$ cat src/inc/fap_pkg.sv
// Constants, register map and carrier types of the FIFO and aux poll bank
package fap_pkg;
   localparam int ADDR_W = 8;
   localparam int DATA_W = 8;
   localparam int WM_W = 13;
   localparam int LEVEL_W = 14;
   localparam int DECIM_CNT_W = 7;
   localparam int POLL_CNT_W = 32;
   // Register offsets
   localparam logic [7:0] OFS_AUX_POLL = 8'h44;
   localparam logic [7:0] OFS_DECIM = 8'h45;
   localparam logic [7:0] OFS_WM_LO = 8'h46;
   localparam logic [7:0] OFS_WM_HI = 8'h47;
   localparam logic [7:0] OFS_FRAME_CTL = 8'h48;
   localparam logic [7:0] OFS_CONTENT = 8'h49;
   localparam logic [7:0] OFS_AUX_ADDR = 8'h4B;
   // Reset values
   localparam logic [7:0] RST_AUX_POLL = 8'h46;
   localparam logic [7:0] RST_DECIM = 8'h80;
   localparam logic [7:0] RST_WM_LO = 8'h00;
   localparam logic [7:0] RST_WM_HI = 8'h02;
   localparam logic [7:0] RST_FRAME_CTL = 8'h02;
   localparam logic [7:0] RST_CONTENT = 8'h10;
   localparam logic [7:0] RST_AUX_ADDR = 8'h20;
   // Writable bits; all others read zero
   localparam logic [7:0] MSK_AUX_POLL = 8'hFF;
   localparam logic [7:0] MSK_DECIM = 8'hF0;
   localparam logic [7:0] MSK_WM_LO = 8'hFF;
   localparam logic [7:0] MSK_WM_HI = 8'h1F;
   localparam logic [7:0] MSK_FRAME_CTL = 8'h03;
   localparam logic [7:0] MSK_CONTENT = 8'h7C;
   localparam logic [7:0] MSK_AUX_ADDR = 8'hFE;
   localparam logic [7:0] RD_UNMAPPED = 8'h00;
   // Field positions
   localparam int AUX_RATE_LSB = 0;
   localparam int AUX_DELAY_LSB = 4;
   localparam int DECIM_LSB = 4;
   localparam int FILT_BIT = 7;
   localparam int STOP_BIT = 0;
   localparam int TIME_BIT = 1;
   localparam int TAG2_BIT = 2;
   localparam int TAG1_BIT = 3;
   localparam int HDR_BIT = 4;
   localparam int AUXEN_BIT = 5;
   localparam int ACCEN_BIT = 6;
   localparam int ADDR_LSB = 1;
   // Valid poll rate codes
   localparam logic [3:0] RATE_MIN = 4'h1;
   localparam logic [3:0] RATE_MAX = 4'hB;
   // Timing
   localparam real CLK_MHZ = 250.0;
   localparam real AUX_FASTEST_RATE_HZ = 800.0;
   localparam real AUX_DELAY_UNIT_MS = 2.5;
   localparam int POLL_BASE_CYC = $rtoi(CLK_MHZ * 1.0E6 / AUX_FASTEST_RATE_HZ);
   localparam int DELAY_UNIT_CYC = $rtoi(AUX_DELAY_UNIT_MS * CLK_MHZ * 1.0E3);

   typedef struct packed {
      logic [15:0] x;
      logic [15:0] y;
      logic [15:0] z;
   } fap_axes_type;

   typedef struct packed {
      logic hasHeader;
      logic hasAcc;
      logic hasAux;
      logic tagOne;
      logic tagTwo;
      fap_axes_type acc;
      fap_axes_type aux;
   } fap_frame_type;
endpackage

$ cat src/core/fap_config_bank.sv
// FIFO fill and auxiliary poll configuration bank with its control logic
//
// Summary of operation
// - Aux rate codes 1..11 poll from 25/32 Hz to 800 Hz, others idle.
// - The aux delay field sets trigger-to-readout offset in 2.5 ms steps.
// - A zero delay issues the next trigger right after a readout.
// - Accel samples into the FIFO are decimated by two to the field power.
// - Bit 7 of the decimation register picks filtered or unfiltered data.
// - The 13-bit byte watermark spans the low register and high bits 4..0.
// - With halt-when-full set, no frame is written while the FIFO is full.
// - With timestamp-append set, a time frame follows the last data frame.
// - With header enable set, each stored frame carries a header.
// - The aux store bit enables three-axis aux data into the FIFO.
// - The accel store bit enables three-axis accel data into the FIFO.
// - Bits 3 and 2 enable tagging frames with interrupt lines one and two.
// - The aux target register keeps a 7-bit I2C address in bits 7..1.
// - Each register resets to its listed value.
//
// The plain strobed port is this design's own decision.
`timescale 1ns/1ps
module fap_config_bank #(
   parameter int POLL_BASE = fap_pkg::POLL_BASE_CYC,
   parameter int DELAY_UNIT = fap_pkg::DELAY_UNIT_CYC
) (
   input wire logic ref_clk,                   // System clock
   input wire logic sys_rst,                   // Async reset, high
   input wire logic [fap_pkg::ADDR_W-1:0] regAddr,  // Register address
   input wire logic [fap_pkg::DATA_W-1:0] regWdata, // Write data
   input wire logic regWr,                     // Write strobe
   input wire logic regRd,                     // Read strobe
   output logic [fap_pkg::DATA_W-1:0] regRdata,     // Read data, next cycle
   input wire logic accValid,                  // Accel sample strobe
   input wire fap_pkg::fap_axes_type accRaw,   // Unfiltered accel
   input wire fap_pkg::fap_axes_type accFilt,  // Filtered accel
   input wire logic auxValid,                  // Aux sample strobe
   input wire fap_pkg::fap_axes_type auxAxes,  // Aux sample
   input wire logic irqLineOne,                // Interrupt line one level
   input wire logic irqLineTwo,                // Interrupt line two level
   input wire logic fifoFull,                  // FIFO full
   input wire logic [fap_pkg::LEVEL_W-1:0] fifoLevel, // FIFO fill, bytes
   input wire logic lastFrameRead,             // Reader passed last frame
   output logic frameWr,                       // Frame write pulse
   output fap_pkg::fap_frame_type frame,       // Frame to store
   output logic timeFrameReq,                  // Append time frame pulse
   output logic watermarkHit,                  // Level at/above watermark
   output logic auxTrigger,                    // Aux trigger pulse
   output logic auxReadout,                    // Aux readout pulse
   output logic [6:0] auxTargetAddr            // Aux I2C address
);
   import fap_pkg::*;

   function automatic logic [7:0] maskedWrite(input logic [7:0] oldVal,
                                              input logic [7:0] newVal,
                                              input logic [7:0] msk);
      maskedWrite = (oldVal & ~msk) | (newVal & msk);
   endfunction

   // Register file
   logic [7:0] auxPoll_ff, nxt_auxPoll;
   logic [7:0] decim_ff, nxt_decim;
   logic [7:0] wmLo_ff, nxt_wmLo;
   logic [7:0] wmHi_ff, nxt_wmHi;
   logic [7:0] frameCtl_ff, nxt_frameCtl;
   logic [7:0] content_ff, nxt_content;
   logic [7:0] auxAddr_ff, nxt_auxAddr;
   logic [7:0] rdata_ff, nxt_rdata;

   always_comb begin
      nxt_auxPoll = auxPoll_ff;
      nxt_decim = decim_ff;
      nxt_wmLo = wmLo_ff;
      nxt_wmHi = wmHi_ff;
      nxt_frameCtl = frameCtl_ff;
      nxt_content = content_ff;
      nxt_auxAddr = auxAddr_ff;
      nxt_rdata = RD_UNMAPPED;
      if (regWr) begin
         case (regAddr)
            OFS_AUX_POLL: begin
               nxt_auxPoll = maskedWrite(auxPoll_ff, regWdata, MSK_AUX_POLL);
            end
            OFS_DECIM: begin
               nxt_decim = maskedWrite(decim_ff, regWdata, MSK_DECIM);
            end
            OFS_WM_LO: begin
               nxt_wmLo = maskedWrite(wmLo_ff, regWdata, MSK_WM_LO);
            end
            OFS_WM_HI: begin
               nxt_wmHi = maskedWrite(wmHi_ff, regWdata, MSK_WM_HI);
            end
            OFS_FRAME_CTL: begin
               nxt_frameCtl = maskedWrite(frameCtl_ff, regWdata,
                                          MSK_FRAME_CTL);
            end
            OFS_CONTENT: begin
               nxt_content = maskedWrite(content_ff, regWdata,
                                         MSK_CONTENT);
            end
            OFS_AUX_ADDR: begin
               nxt_auxAddr = maskedWrite(auxAddr_ff, regWdata,
                                         MSK_AUX_ADDR);
            end
            default: begin
            end
         endcase
      end
      if (regRd) begin
         case (regAddr)
            OFS_AUX_POLL: nxt_rdata = auxPoll_ff;
            OFS_DECIM: nxt_rdata = decim_ff & MSK_DECIM;
            OFS_WM_LO: nxt_rdata = wmLo_ff;
            OFS_WM_HI: nxt_rdata = wmHi_ff & MSK_WM_HI;
            OFS_FRAME_CTL: nxt_rdata = frameCtl_ff & MSK_FRAME_CTL;
            OFS_CONTENT: nxt_rdata = content_ff & MSK_CONTENT;
            OFS_AUX_ADDR: nxt_rdata = auxAddr_ff & MSK_AUX_ADDR;
            default: nxt_rdata = RD_UNMAPPED;
         endcase
      end
   end

   always_ff @(posedge ref_clk or posedge sys_rst) begin
      if (sys_rst) begin
         auxPoll_ff <= RST_AUX_POLL;
         decim_ff <= RST_DECIM;
         wmLo_ff <= RST_WM_LO;
         wmHi_ff <= RST_WM_HI;
         frameCtl_ff <= RST_FRAME_CTL;
         content_ff <= RST_CONTENT;
         auxAddr_ff <= RST_AUX_ADDR;
         rdata_ff <= RD_UNMAPPED;
      end else begin
         auxPoll_ff <= nxt_auxPoll;
         decim_ff <= nxt_decim;
         wmLo_ff <= nxt_wmLo;
         wmHi_ff <= nxt_wmHi;
         frameCtl_ff <= nxt_frameCtl;
         content_ff <= nxt_content;
         auxAddr_ff <= nxt_auxAddr;
         rdata_ff <= nxt_rdata;
      end
   end

   assign regRdata = rdata_ff;
   assign auxTargetAddr = auxAddr_ff[ADDR_LSB +: 7];

   // Field views
   logic stopOnFull, timeEn, headerEn, auxEn, accEn, tagOneEn, tagTwoEn;
   logic [WM_W-1:0] watermark;
   assign stopOnFull = frameCtl_ff[STOP_BIT];
   assign timeEn = frameCtl_ff[TIME_BIT];
   assign headerEn = content_ff[HDR_BIT];
   assign auxEn = content_ff[AUXEN_BIT];
   assign accEn = content_ff[ACCEN_BIT];
   assign tagOneEn = content_ff[TAG1_BIT];
   assign tagTwoEn = content_ff[TAG2_BIT];
   assign watermark = {wmHi_ff[WM_W-9:0], wmLo_ff};

   // Aux poll scheduling
   fap_poll_timer #(
      .BASE_CYC(POLL_BASE),
      .UNIT_CYC(DELAY_UNIT)
   ) u_poll (
      .ref_clk(ref_clk),
      .sys_rst(sys_rst),
      .rateCode(auxPoll_ff[AUX_RATE_LSB +: 4]),
      .delayCode(auxPoll_ff[AUX_DELAY_LSB +: 4]),
      .trigPulse(auxTrigger),
      .readPulse(auxReadout)
   );

   // Accel decimation and source choice
   logic decValid;
   fap_axes_type decAxes;
   fap_decimator u_decim (
      .ref_clk(ref_clk),
      .sys_rst(sys_rst),
      .factorCode(decim_ff[DECIM_LSB +: 3]),
      .useFiltered(decim_ff[FILT_BIT]),
      .sampleValid(accValid),
      .rawAxes(accRaw),
      .filtAxes(accFilt),
      .outValid(decValid),
      .outAxes(decAxes)
   );

   // Frame assembly
   logic pendAcc_ff, nxt_pendAcc;
   logic pendAux_ff, nxt_pendAux;
   fap_axes_type accHold_ff, nxt_accHold;
   fap_axes_type auxHold_ff, nxt_auxHold;
   logic wr_ff, nxt_wr;
   fap_frame_type frame_ff, nxt_frame;
   logic time_ff, nxt_time;
   logic wm_ff, nxt_wm;
   logic accIn, auxIn, frameReady;

   always_comb begin
      accIn = accEn && decValid;
      auxIn = auxEn && auxValid;
      nxt_pendAcc = accEn && (pendAcc_ff || accIn);
      nxt_pendAux = auxEn && (pendAux_ff || auxIn);
      nxt_accHold = accIn ? decAxes : accHold_ff;
      nxt_auxHold = auxIn ? auxAxes : auxHold_ff;
      // Headerless frames wait for every enabled source
      if (headerEn) begin
         frameReady = nxt_pendAcc || nxt_pendAux;
      end else begin
         frameReady = (accEn || auxEn) && (nxt_pendAcc || !accEn) &&
                      (nxt_pendAux || !auxEn);
      end
      nxt_wr = 1'b0;
      nxt_frame = frame_ff;
      if (frameReady) begin
         nxt_pendAcc = 1'b0;
         nxt_pendAux = 1'b0;
         if (!(stopOnFull && fifoFull)) begin
            nxt_wr = 1'b1;
            nxt_frame.hasHeader = headerEn;
            nxt_frame.hasAcc = accEn && (pendAcc_ff || accIn);
            nxt_frame.hasAux = auxEn && (pendAux_ff || auxIn);
            nxt_frame.tagOne = tagOneEn && irqLineOne;
            nxt_frame.tagTwo = tagTwoEn && irqLineTwo;
            nxt_frame.acc = nxt_accHold;
            nxt_frame.aux = nxt_auxHold;
         end
      end
      nxt_time = timeEn && lastFrameRead;
      nxt_wm = fifoLevel >= {1'b0, watermark};
   end

   always_ff @(posedge ref_clk or posedge sys_rst) begin
      if (sys_rst) begin
         pendAcc_ff <= 1'b0;
         pendAux_ff <= 1'b0;
         accHold_ff <= '0;
         auxHold_ff <= '0;
         wr_ff <= 1'b0;
         frame_ff <= '0;
         time_ff <= 1'b0;
         wm_ff <= 1'b0;
      end else begin
         pendAcc_ff <= nxt_pendAcc;
         pendAux_ff <= nxt_pendAux;
         accHold_ff <= nxt_accHold;
         auxHold_ff <= nxt_auxHold;
         wr_ff <= nxt_wr;
         frame_ff <= nxt_frame;
         time_ff <= nxt_time;
         wm_ff <= nxt_wm;
      end
   end

   assign frameWr = wr_ff;
   assign frame = frame_ff;
   assign timeFrameReq = time_ff;
   assign watermarkHit = wm_ff;
endmodule

$ cat src/core/fap_poll_timer.sv
// Auxiliary sensor poll scheduler: readout period and trigger offset
`timescale 1ns/1ps
module fap_poll_timer #(
   parameter int BASE_CYC = fap_pkg::POLL_BASE_CYC,
   parameter int UNIT_CYC = fap_pkg::DELAY_UNIT_CYC
) (
   input wire logic ref_clk,         // System clock
   input wire logic sys_rst,         // Async reset, high
   input wire logic [3:0] rateCode,  // Poll rate code
   input wire logic [3:0] delayCode, // Trigger offset code
   output logic trigPulse,           // Trigger to aux sensor
   output logic readPulse            // Readout of aux sensor
);
   import fap_pkg::*;
   localparam logic [POLL_CNT_W-1:0] BASE = POLL_CNT_W'(BASE_CYC);
   localparam logic [POLL_CNT_W-1:0] UNIT = POLL_CNT_W'(UNIT_CYC);
   localparam logic [POLL_CNT_W-1:0] ONE = POLL_CNT_W'(1);

   logic [POLL_CNT_W-1:0] cnt_ff, nxt_cnt;
   logic [3:0] rate_ff, nxt_rate;
   logic trig_ff, nxt_trig;
   logic read_ff, nxt_read;
   logic rateOk;
   logic [POLL_CNT_W-1:0] period, offsetCyc, trigAt;

   always_comb begin
      rateOk = (rateCode >= RATE_MIN) && (rateCode <= RATE_MAX);
      period = BASE << (RATE_MAX - rateCode);
      offsetCyc = UNIT * POLL_CNT_W'(delayCode);
      // Zero offset, or one of period minus one or more, fires right after readout
      if (delayCode == 4'h0 || offsetCyc >= period - ONE) begin
         trigAt = period - ONE;
      end else begin
         trigAt = offsetCyc;
      end
      nxt_rate = rateCode;
      nxt_cnt = cnt_ff;
      nxt_read = 1'b0;
      nxt_trig = 1'b0;
      if (!rateOk || rateCode != rate_ff) begin
         nxt_cnt = period - ONE;
      end else if (cnt_ff == '0) begin
         nxt_read = 1'b1;
         nxt_cnt = period - ONE;
      end else begin
         nxt_cnt = cnt_ff - ONE;
      end
      if (rateOk && rateCode == rate_ff && cnt_ff == trigAt) begin
         nxt_trig = 1'b1;
      end
   end

   always_ff @(posedge ref_clk or posedge sys_rst) begin
      if (sys_rst) begin
         cnt_ff <= '0;
         rate_ff <= 4'h0;
         trig_ff <= 1'b0;
         read_ff <= 1'b0;
      end else begin
         cnt_ff <= nxt_cnt;
         rate_ff <= nxt_rate;
         trig_ff <= nxt_trig;
         read_ff <= nxt_read;
      end
   end

   assign trigPulse = trig_ff;
   assign readPulse = read_ff;
endmodule

$ cat src/core/fap_decimator.sv
// Accelerometer source select and power-of-two decimation for the FIFO
`timescale 1ns/1ps
module fap_decimator (
   input wire logic ref_clk,                // System clock
   input wire logic sys_rst,                // Async reset, high
   input wire logic [2:0] factorCode,       // Decimation exponent
   input wire logic useFiltered,            // Pick filtered source
   input wire logic sampleValid,            // New accel sample
   input wire fap_pkg::fap_axes_type rawAxes,  // Unfiltered sample
   input wire fap_pkg::fap_axes_type filtAxes, // Filtered sample
   output logic outValid,                   // Kept sample pulse
   output fap_pkg::fap_axes_type outAxes    // Kept sample
);
   import fap_pkg::*;
   localparam logic [DECIM_CNT_W-1:0] ONE = DECIM_CNT_W'(1);

   logic [DECIM_CNT_W-1:0] cnt_ff, nxt_cnt;
   logic valid_ff, nxt_valid;
   fap_axes_type axes_ff, nxt_axes;
   logic [DECIM_CNT_W-1:0] mask;

   always_comb begin
      mask = (ONE << factorCode) - ONE;
      nxt_cnt = cnt_ff;
      nxt_valid = 1'b0;
      nxt_axes = axes_ff;
      if (sampleValid) begin
         nxt_cnt = (cnt_ff + ONE) & mask;
         if ((cnt_ff & mask) == '0) begin
            nxt_valid = 1'b1;
            nxt_axes = useFiltered ? filtAxes : rawAxes;
         end
      end
   end

   always_ff @(posedge ref_clk or posedge sys_rst) begin
      if (sys_rst) begin
         cnt_ff <= '0;
         valid_ff <= 1'b0;
         axes_ff <= '0;
      end else begin
         cnt_ff <= nxt_cnt;
         valid_ff <= nxt_valid;
         axes_ff <= nxt_axes;
      end
   end

   assign outValid = valid_ff;
   assign outAxes = axes_ff;
endmodule

$ cat config.mk
export PLATFORM = sky130hd
export DESIGN_NAME = fap_config_bank
export DESIGN_NICKNAME = d
export VERILOG_FILES = /design/src/inc/fap_pkg.sv /design/src/core/fap_config_bank.sv /design/src/core/fap_poll_timer.sv /design/src/core/fap_decimator.sv
export SDC_FILE = /design/constraint.sdc
export NUM_CORES = 1
export LEC_CHECK = 0
export ABC_AREA = 0
export ABC_CLOCK_PERIOD_IN_PS = 9800
export BUFFER_PORTS_ARGS = -buffer_cell sky130_fd_sc_hd__buf_2
export CORE_MARGIN = 10
export CORE_UTILIZATION = 51
export CTS_CLUSTER_DIAMETER = 200
export DETAILED_ROUTE_END_ITERATION = 10
export GPL_ROUTABILITY_DRIVEN = 1
export PLACE_DENSITY = 0.84
export SYNTH_ARGS = -nofsm -noshare
export SYNTH_HDL_FRONTEND = slang
export SYNTH_SLANG_ARGS = --single-unit
$ cat constraint.sdc
create_clock -name ref_clk -period 9.8 [get_ports ref_clk]
set_input_delay 0.49 -clock ref_clk [delete_from_list [all_inputs] [get_ports ref_clk]]
set_output_delay 0.49 -clock ref_clk [all_outputs]
set_load 0.02 [all_outputs]
==> impl_metrics.prom <==
# TYPE chip_impl_metric gauge
chip_impl_metric{name="cts_hold_repair.buffers",unit=""} 0
chip_impl_info{name="rr_startpoint",value="auxPoll_ff[2]"} 1
chip_impl_metric{name="leak",unit="nW"} 9.945
chip_impl_info{name="cp-endpoint",value="u_poll.trigPulse"} 1
chip_impl_metric{name="cp_max_fo",unit=""} 54
chip_impl_metric{name="final_util",unit="%"} 61.19
chip_impl_metric{name="dr.pass1.iters",unit=""} 5
chip_impl_metric{name="finalClockSkew",unit="ns"} 0.02815
chip_impl_metric{name="worst-endpoint-required",unit="ns"} 10.26
chip_impl_metric{name="clock_power_share",unit="%"} 32.9
chip_impl_metric{name="first_iter_violations",unit=""} 900
chip_impl_metric{name="pwr_density_cell",unit="nW/um2"} 213.9
chip_impl_metric{name="worstPathArrival",unit="ns"} 6.54
chip_impl_metric{name="grt_first_pass_wirelength",unit="mm"} 78.34
chip_impl_metric{name="critical_path.max_stage_delay",unit="ns"} 0.51
chip_impl_metric{name="syn_area_per_cell",unit="um2"} 11.30
chip_impl_metric{name="vdd_drop_max",unit="uV"} 183.3
chip_impl_info{name="run_status",value="finished clean"} 1
chip_impl_metric{name="clk_pin_slew",unit="ns"} 0.07
chip_impl_metric{name="design.final.nets",unit=""} 2082
chip_impl_info{name="synth_top_cell_by_area",value="dfrtp_1"} 1
chip_impl_metric{name="initial_utilization",unit="%"} 52.06
chip_impl_metric{name="sw_share",unit="%"} 31.33
chip_impl_metric{name="highest_clock_rate",unit="MHz"} 164.4
chip_impl_metric{name="timing.hold.ws",unit="ns"} 0.05758
chip_impl_metric{name="worst_pin_slew",unit="ns"} 1.154
chip_impl_info{name="rr_endpoint",value="u_poll.trigPulse"} 1
chip_impl_metric{name="final-setup-viol-count",unit=""} 0
chip_impl_metric{name="mappedNetlistNets",unit=""} 1814
chip_impl_metric{name="synthCells",unit=""} 1556
chip_impl_metric{name="ctsLongestPathBuffers",unit=""} 3
chip_impl_metric{name="synth_enable_flop_cells",unit=""} 0
chip_impl_metric{name="post-cts-setup-buffers",unit=""} 0
chip_impl_metric{name="post-route-period-util",unit="%"} 62.08
chip_impl_metric{name="io-pin-count",unit=""} 305
chip_impl_info{name="synth.area.top_cells",value="dfrtp_1 48%, mux2_2 14%, ha_1 5.1%"} 1
chip_impl_metric{name="drive_gt1_share",unit="%"} 35.17
chip_impl_metric{name="dieWidth",unit="um"} 205.7
chip_impl_metric{name="detailed_place_hpwl",unit="mm"} 37.35
chip_impl_info{name="synth_top_cells_by_count",value="335 x dfrtp_1, 225 x mux2_2, 114 x nor2_1"} 1
chip_impl_metric{name="antenna_violation_net_count_after_detailed_routing",unit=""} 0
chip_impl_metric{name="cts_num_sinks",unit=""} 343
chip_impl_metric{name="totalNegativeSetupSlack",unit="ns"} 0
chip_impl_metric{name="io_buffer_count",unit=""} 304
chip_impl_metric{name="cts-buffers-inserted",unit=""} 37
chip_impl_metric{name="finalMaxSlewViolations",unit=""} 0
chip_impl_metric{name="worst_slack",unit="ns"} 3.716
chip_impl_info{name="setup.worst_path.class",value="reg -> reg"} 1
chip_impl_metric{name="rows",unit=""} 67
chip_impl_info{name="critPathTopFamily",value="simple AND/OR/NAND/NOR gates"} 1
chip_impl_metric{name="synth_sequential_area_ratio",unit="%"} 48.86
chip_impl_metric{name="critical_path_depth",unit=""} 21
chip_impl_metric{name="comb_power_share",unit="%"} 24.6
chip_impl_metric{name="post-synth-top-area-fraction",unit="%"} 47.66
chip_impl_info{name="critPathLaunchType",value="flop"} 1
chip_impl_metric{name="grt_antenna_before_repair",unit=""} 2
chip_impl_metric{name="via_per_inst",unit=""} 5.724
chip_impl_metric{name="maxCapViolations",unit=""} 0
chip_impl_metric{name="reg2reg_setup_slack",unit="ns"} 3.72
chip_impl_metric{name="post_cts_resize_count",unit=""} 0
chip_impl_metric{name="gr-usage-all-layers",unit="%"} 23.39
chip_impl_metric{name="drc_violation_count_after_routing",unit=""} 0
chip_impl_info{name="min_path_type",value="in -> async"} 1
chip_impl_info{name="crit_start",value="auxPoll_ff[2]"} 1
chip_impl_metric{name="grt_max_degree",unit=""} 199
chip_impl_metric{name="drt_wl_total",unit="mm"} 49.99
chip_impl_info{name="setup.worst_path.end_class",value="flop"} 1
chip_impl_metric{name="power.share.sequential",unit="%"} 42.5
chip_impl_metric{name="fin_crit",unit="ns"} 6.084
chip_impl_metric{name="area_growth_from_synthesis_to_layout",unit="%"} 17.54
chip_impl_info{name="synthMostInstantiatedCell",value="dfrtp_1"} 1
chip_impl_metric{name="vias",unit=""} 13170
chip_impl_metric{name="timing.final.hold_violations",unit=""} 0
chip_impl_metric{name="area_of_the_die",unit="um2"} 42310
chip_impl_metric{name="dp_slack",unit="ns"} 3.851
chip_impl_metric{name="cts_max_level",unit=""} 2
chip_impl_metric{name="floorplan.core_area",unit="um2"} 33780
chip_impl_info{name="clock_tree_from_tritoncts",value="built"} 1
chip_impl_metric{name="number_of_global_route_vias_before_repair",unit=""} 14040
chip_impl_info{name="clock-root-buffer",value="clkbuf_16"} 1
chip_impl_info{name="setup_repair_after_global_routing_missed_its_margin",value="no"} 1
chip_impl_metric{name="yosys_warnings",unit=""} 0
chip_impl_metric{name="synth-seq-cells",unit=""} 343
chip_impl_metric{name="synth.distinct_cells",unit=""} 88
chip_impl_metric{name="slew-limit-headroom",unit="%"} 23.06
chip_impl_metric{name="worst-r2r-cell-count",unit=""} 21
chip_impl_metric{name="cell_internal_pwr",unit="mW"} 3.036
chip_impl_metric{name="clkLatencyLatePin",unit="ns"} 0.55
chip_impl_info{name="critical_path.slowest_cell",value="dfstp_2"} 1
chip_impl_metric{name="gp_congestion",unit=""} 0.9677
chip_impl_metric{name="power.switching",unit="mW"} 1.385
chip_impl_info{name="timing.critical_path.cells",value="buf_4 -> inv_2 -> ha_1 -> inv_1 -> nor2_1 -> nand2_1 -> ha_1 -> o21ai_0 -> nor3_1 -> nand4_1 -> xnor2_1 -> ha_1 -> nand4_1 -> nor3_1 -> o211ai_1 -> o211ai_1 -> and2_1 -> nand3_1 -> a221oi_2 -> nand4_1 -> nor4_2"} 1
chip_impl_metric{name="routed_length_per_instance",unit="um"} 21.74
chip_impl_metric{name="cp.buffers_inverters",unit=""} 3
chip_impl_info{name="synth_top_flop_cell",value="dfrtp_1"} 1
chip_impl_metric{name="synthesis.area",unit="um2"} 17590
chip_impl_metric{name="die_h",unit="um"} 205.7
chip_impl_metric{name="postSynth.asyncResetShare",unit="%"} 100.0
chip_impl_metric{name="total_power_of_the_final_layout",unit="mW"} 4.421
chip_impl_metric{name="global_route.overflow_total",unit=""} 0
worst min path at each step:
stage	start	to	slack, ns	cells after the start
finish	sys_rst	auxHold_ff[34]	0.06	2
global route	sys_rst	frame[27]	0.10	2
CTS	sys_rst	frame[32]	0.07	2
detailed placement	frame[99]	frame[99]	0.47	2
global placement	frame[97]	frame[97]	0.46	2
floorplan	auxPoll_ff[2]	u_poll.rate_ff[2]	0.41	0
power groups by stage:
stage	logic [mW]	registers, mW	clock network, mW
final	1.09	1.88	1.46
after global routing	1.18	1.91	1.53
after floorplan	0.606	1.98	0
after global placement	1.06	1.87	0
after detailed placement	1.08	1.89	0
after CTS	1.09	1.88	1.48
layer usage:
| layer | share of wire [%] | GRT usage [%] | vias to the layer above |
|---|---|---|---|
| li1 | - | - | 6065 |
| met4 | 2.5 | 6.458 | 0 |
| met3 | 7.6 | 6.652 | 93 |
| met5 | 0 | 0 | - |
| met2 | 50 | 39.88 | 415 |
| met1 | 40 | 28.40 | 6592 |
stage by stage:
stage | cells | area [um2]
2_1_floorplan | 1556 | 17590
3_3_place_gp | 2233 | 19390
3_5_place_dp | 2233 | 19390
4_1_cts | 2299 | 20670
5_1_grt | 2299 | 20670
6_report | 2300 | 20670
worst register-to-register path: stages, from the launching register on:
cell and delay [ns]:
dfstp_2 0.51, buf_4 0.48, inv_2 0.26, ha_1 0.36, inv_1 0.43, nor2_1 0.14
nand2_1 0.12, ha_1 0.29, o21ai_0 0.25, nor3_1 0.31, nand4_1 0.21, xnor2_1 0.21
ha_1 0.33, nand4_1 0.13, nor3_1 0.31, o211ai_1 0.16, o211ai_1 0.18, and2_1 0.44
nand3_1 0.19, a221oi_2 0.29, nand4_1 0.15, nor4_2 0.27
cells in the final DEF, fill, tap and decap left out, types with 38 or more instances in the layout:
| cell type | instances |
|---|---|
| mux2_2 | 225 |
| ha_1 | 72 |
| a21oi_1 | 111 |
| dfrtp_1 | 335 |
| o21ai_0 | 55 |
| inv_1 | 52 |
| buf_2 | 304 |
| clkbuf_16 | 38 |
| nor2_1 | 114 |
| nand2_1 | 86 |
| xnor2_1 | 55 |
| mux2i_1 | 55 |
sequential cells by signal (all words and copies together), names as in the netlist, 5 cells and up:
name             cells
accHold_ff          48
auxAddr_ff           7
auxHold_ff          48
auxPoll_ff           8
content_ff           5
frame              101
regRdata             8
u_decim.cnt_ff       7
u_decim.outAxes     48
u_poll.cnt_ff       32
wmHi_ff              5
wmLo_ff              8
cell families after synthesis:
logic type	after synthesis	synth area share, %
XOR/XNOR	82	4.240
AND/OR/NAND/NOR	351	9.917
adder cells (fa/ha/maj)	75	5.407
AO/OA/AOI/OAI	281	10.32
buffers and inverters	141	3.422
multiplexers	283	17.83
flip-flops	343	48.86
cell type report:
type	instances	area (um2)
Antenna cell	1	2.502
Inverter	55	210.2
Clock inverter	15	206.4
Fill cell	2588	13110
Clock buffer	51	1070
Sequential cell	343	8593
Tap cell	448	560.5
Timing Repair Buffer	315	1617
Multi-Input combinational cell	1072	8413
No activity file was read; power rests on OpenSTA's default activity.
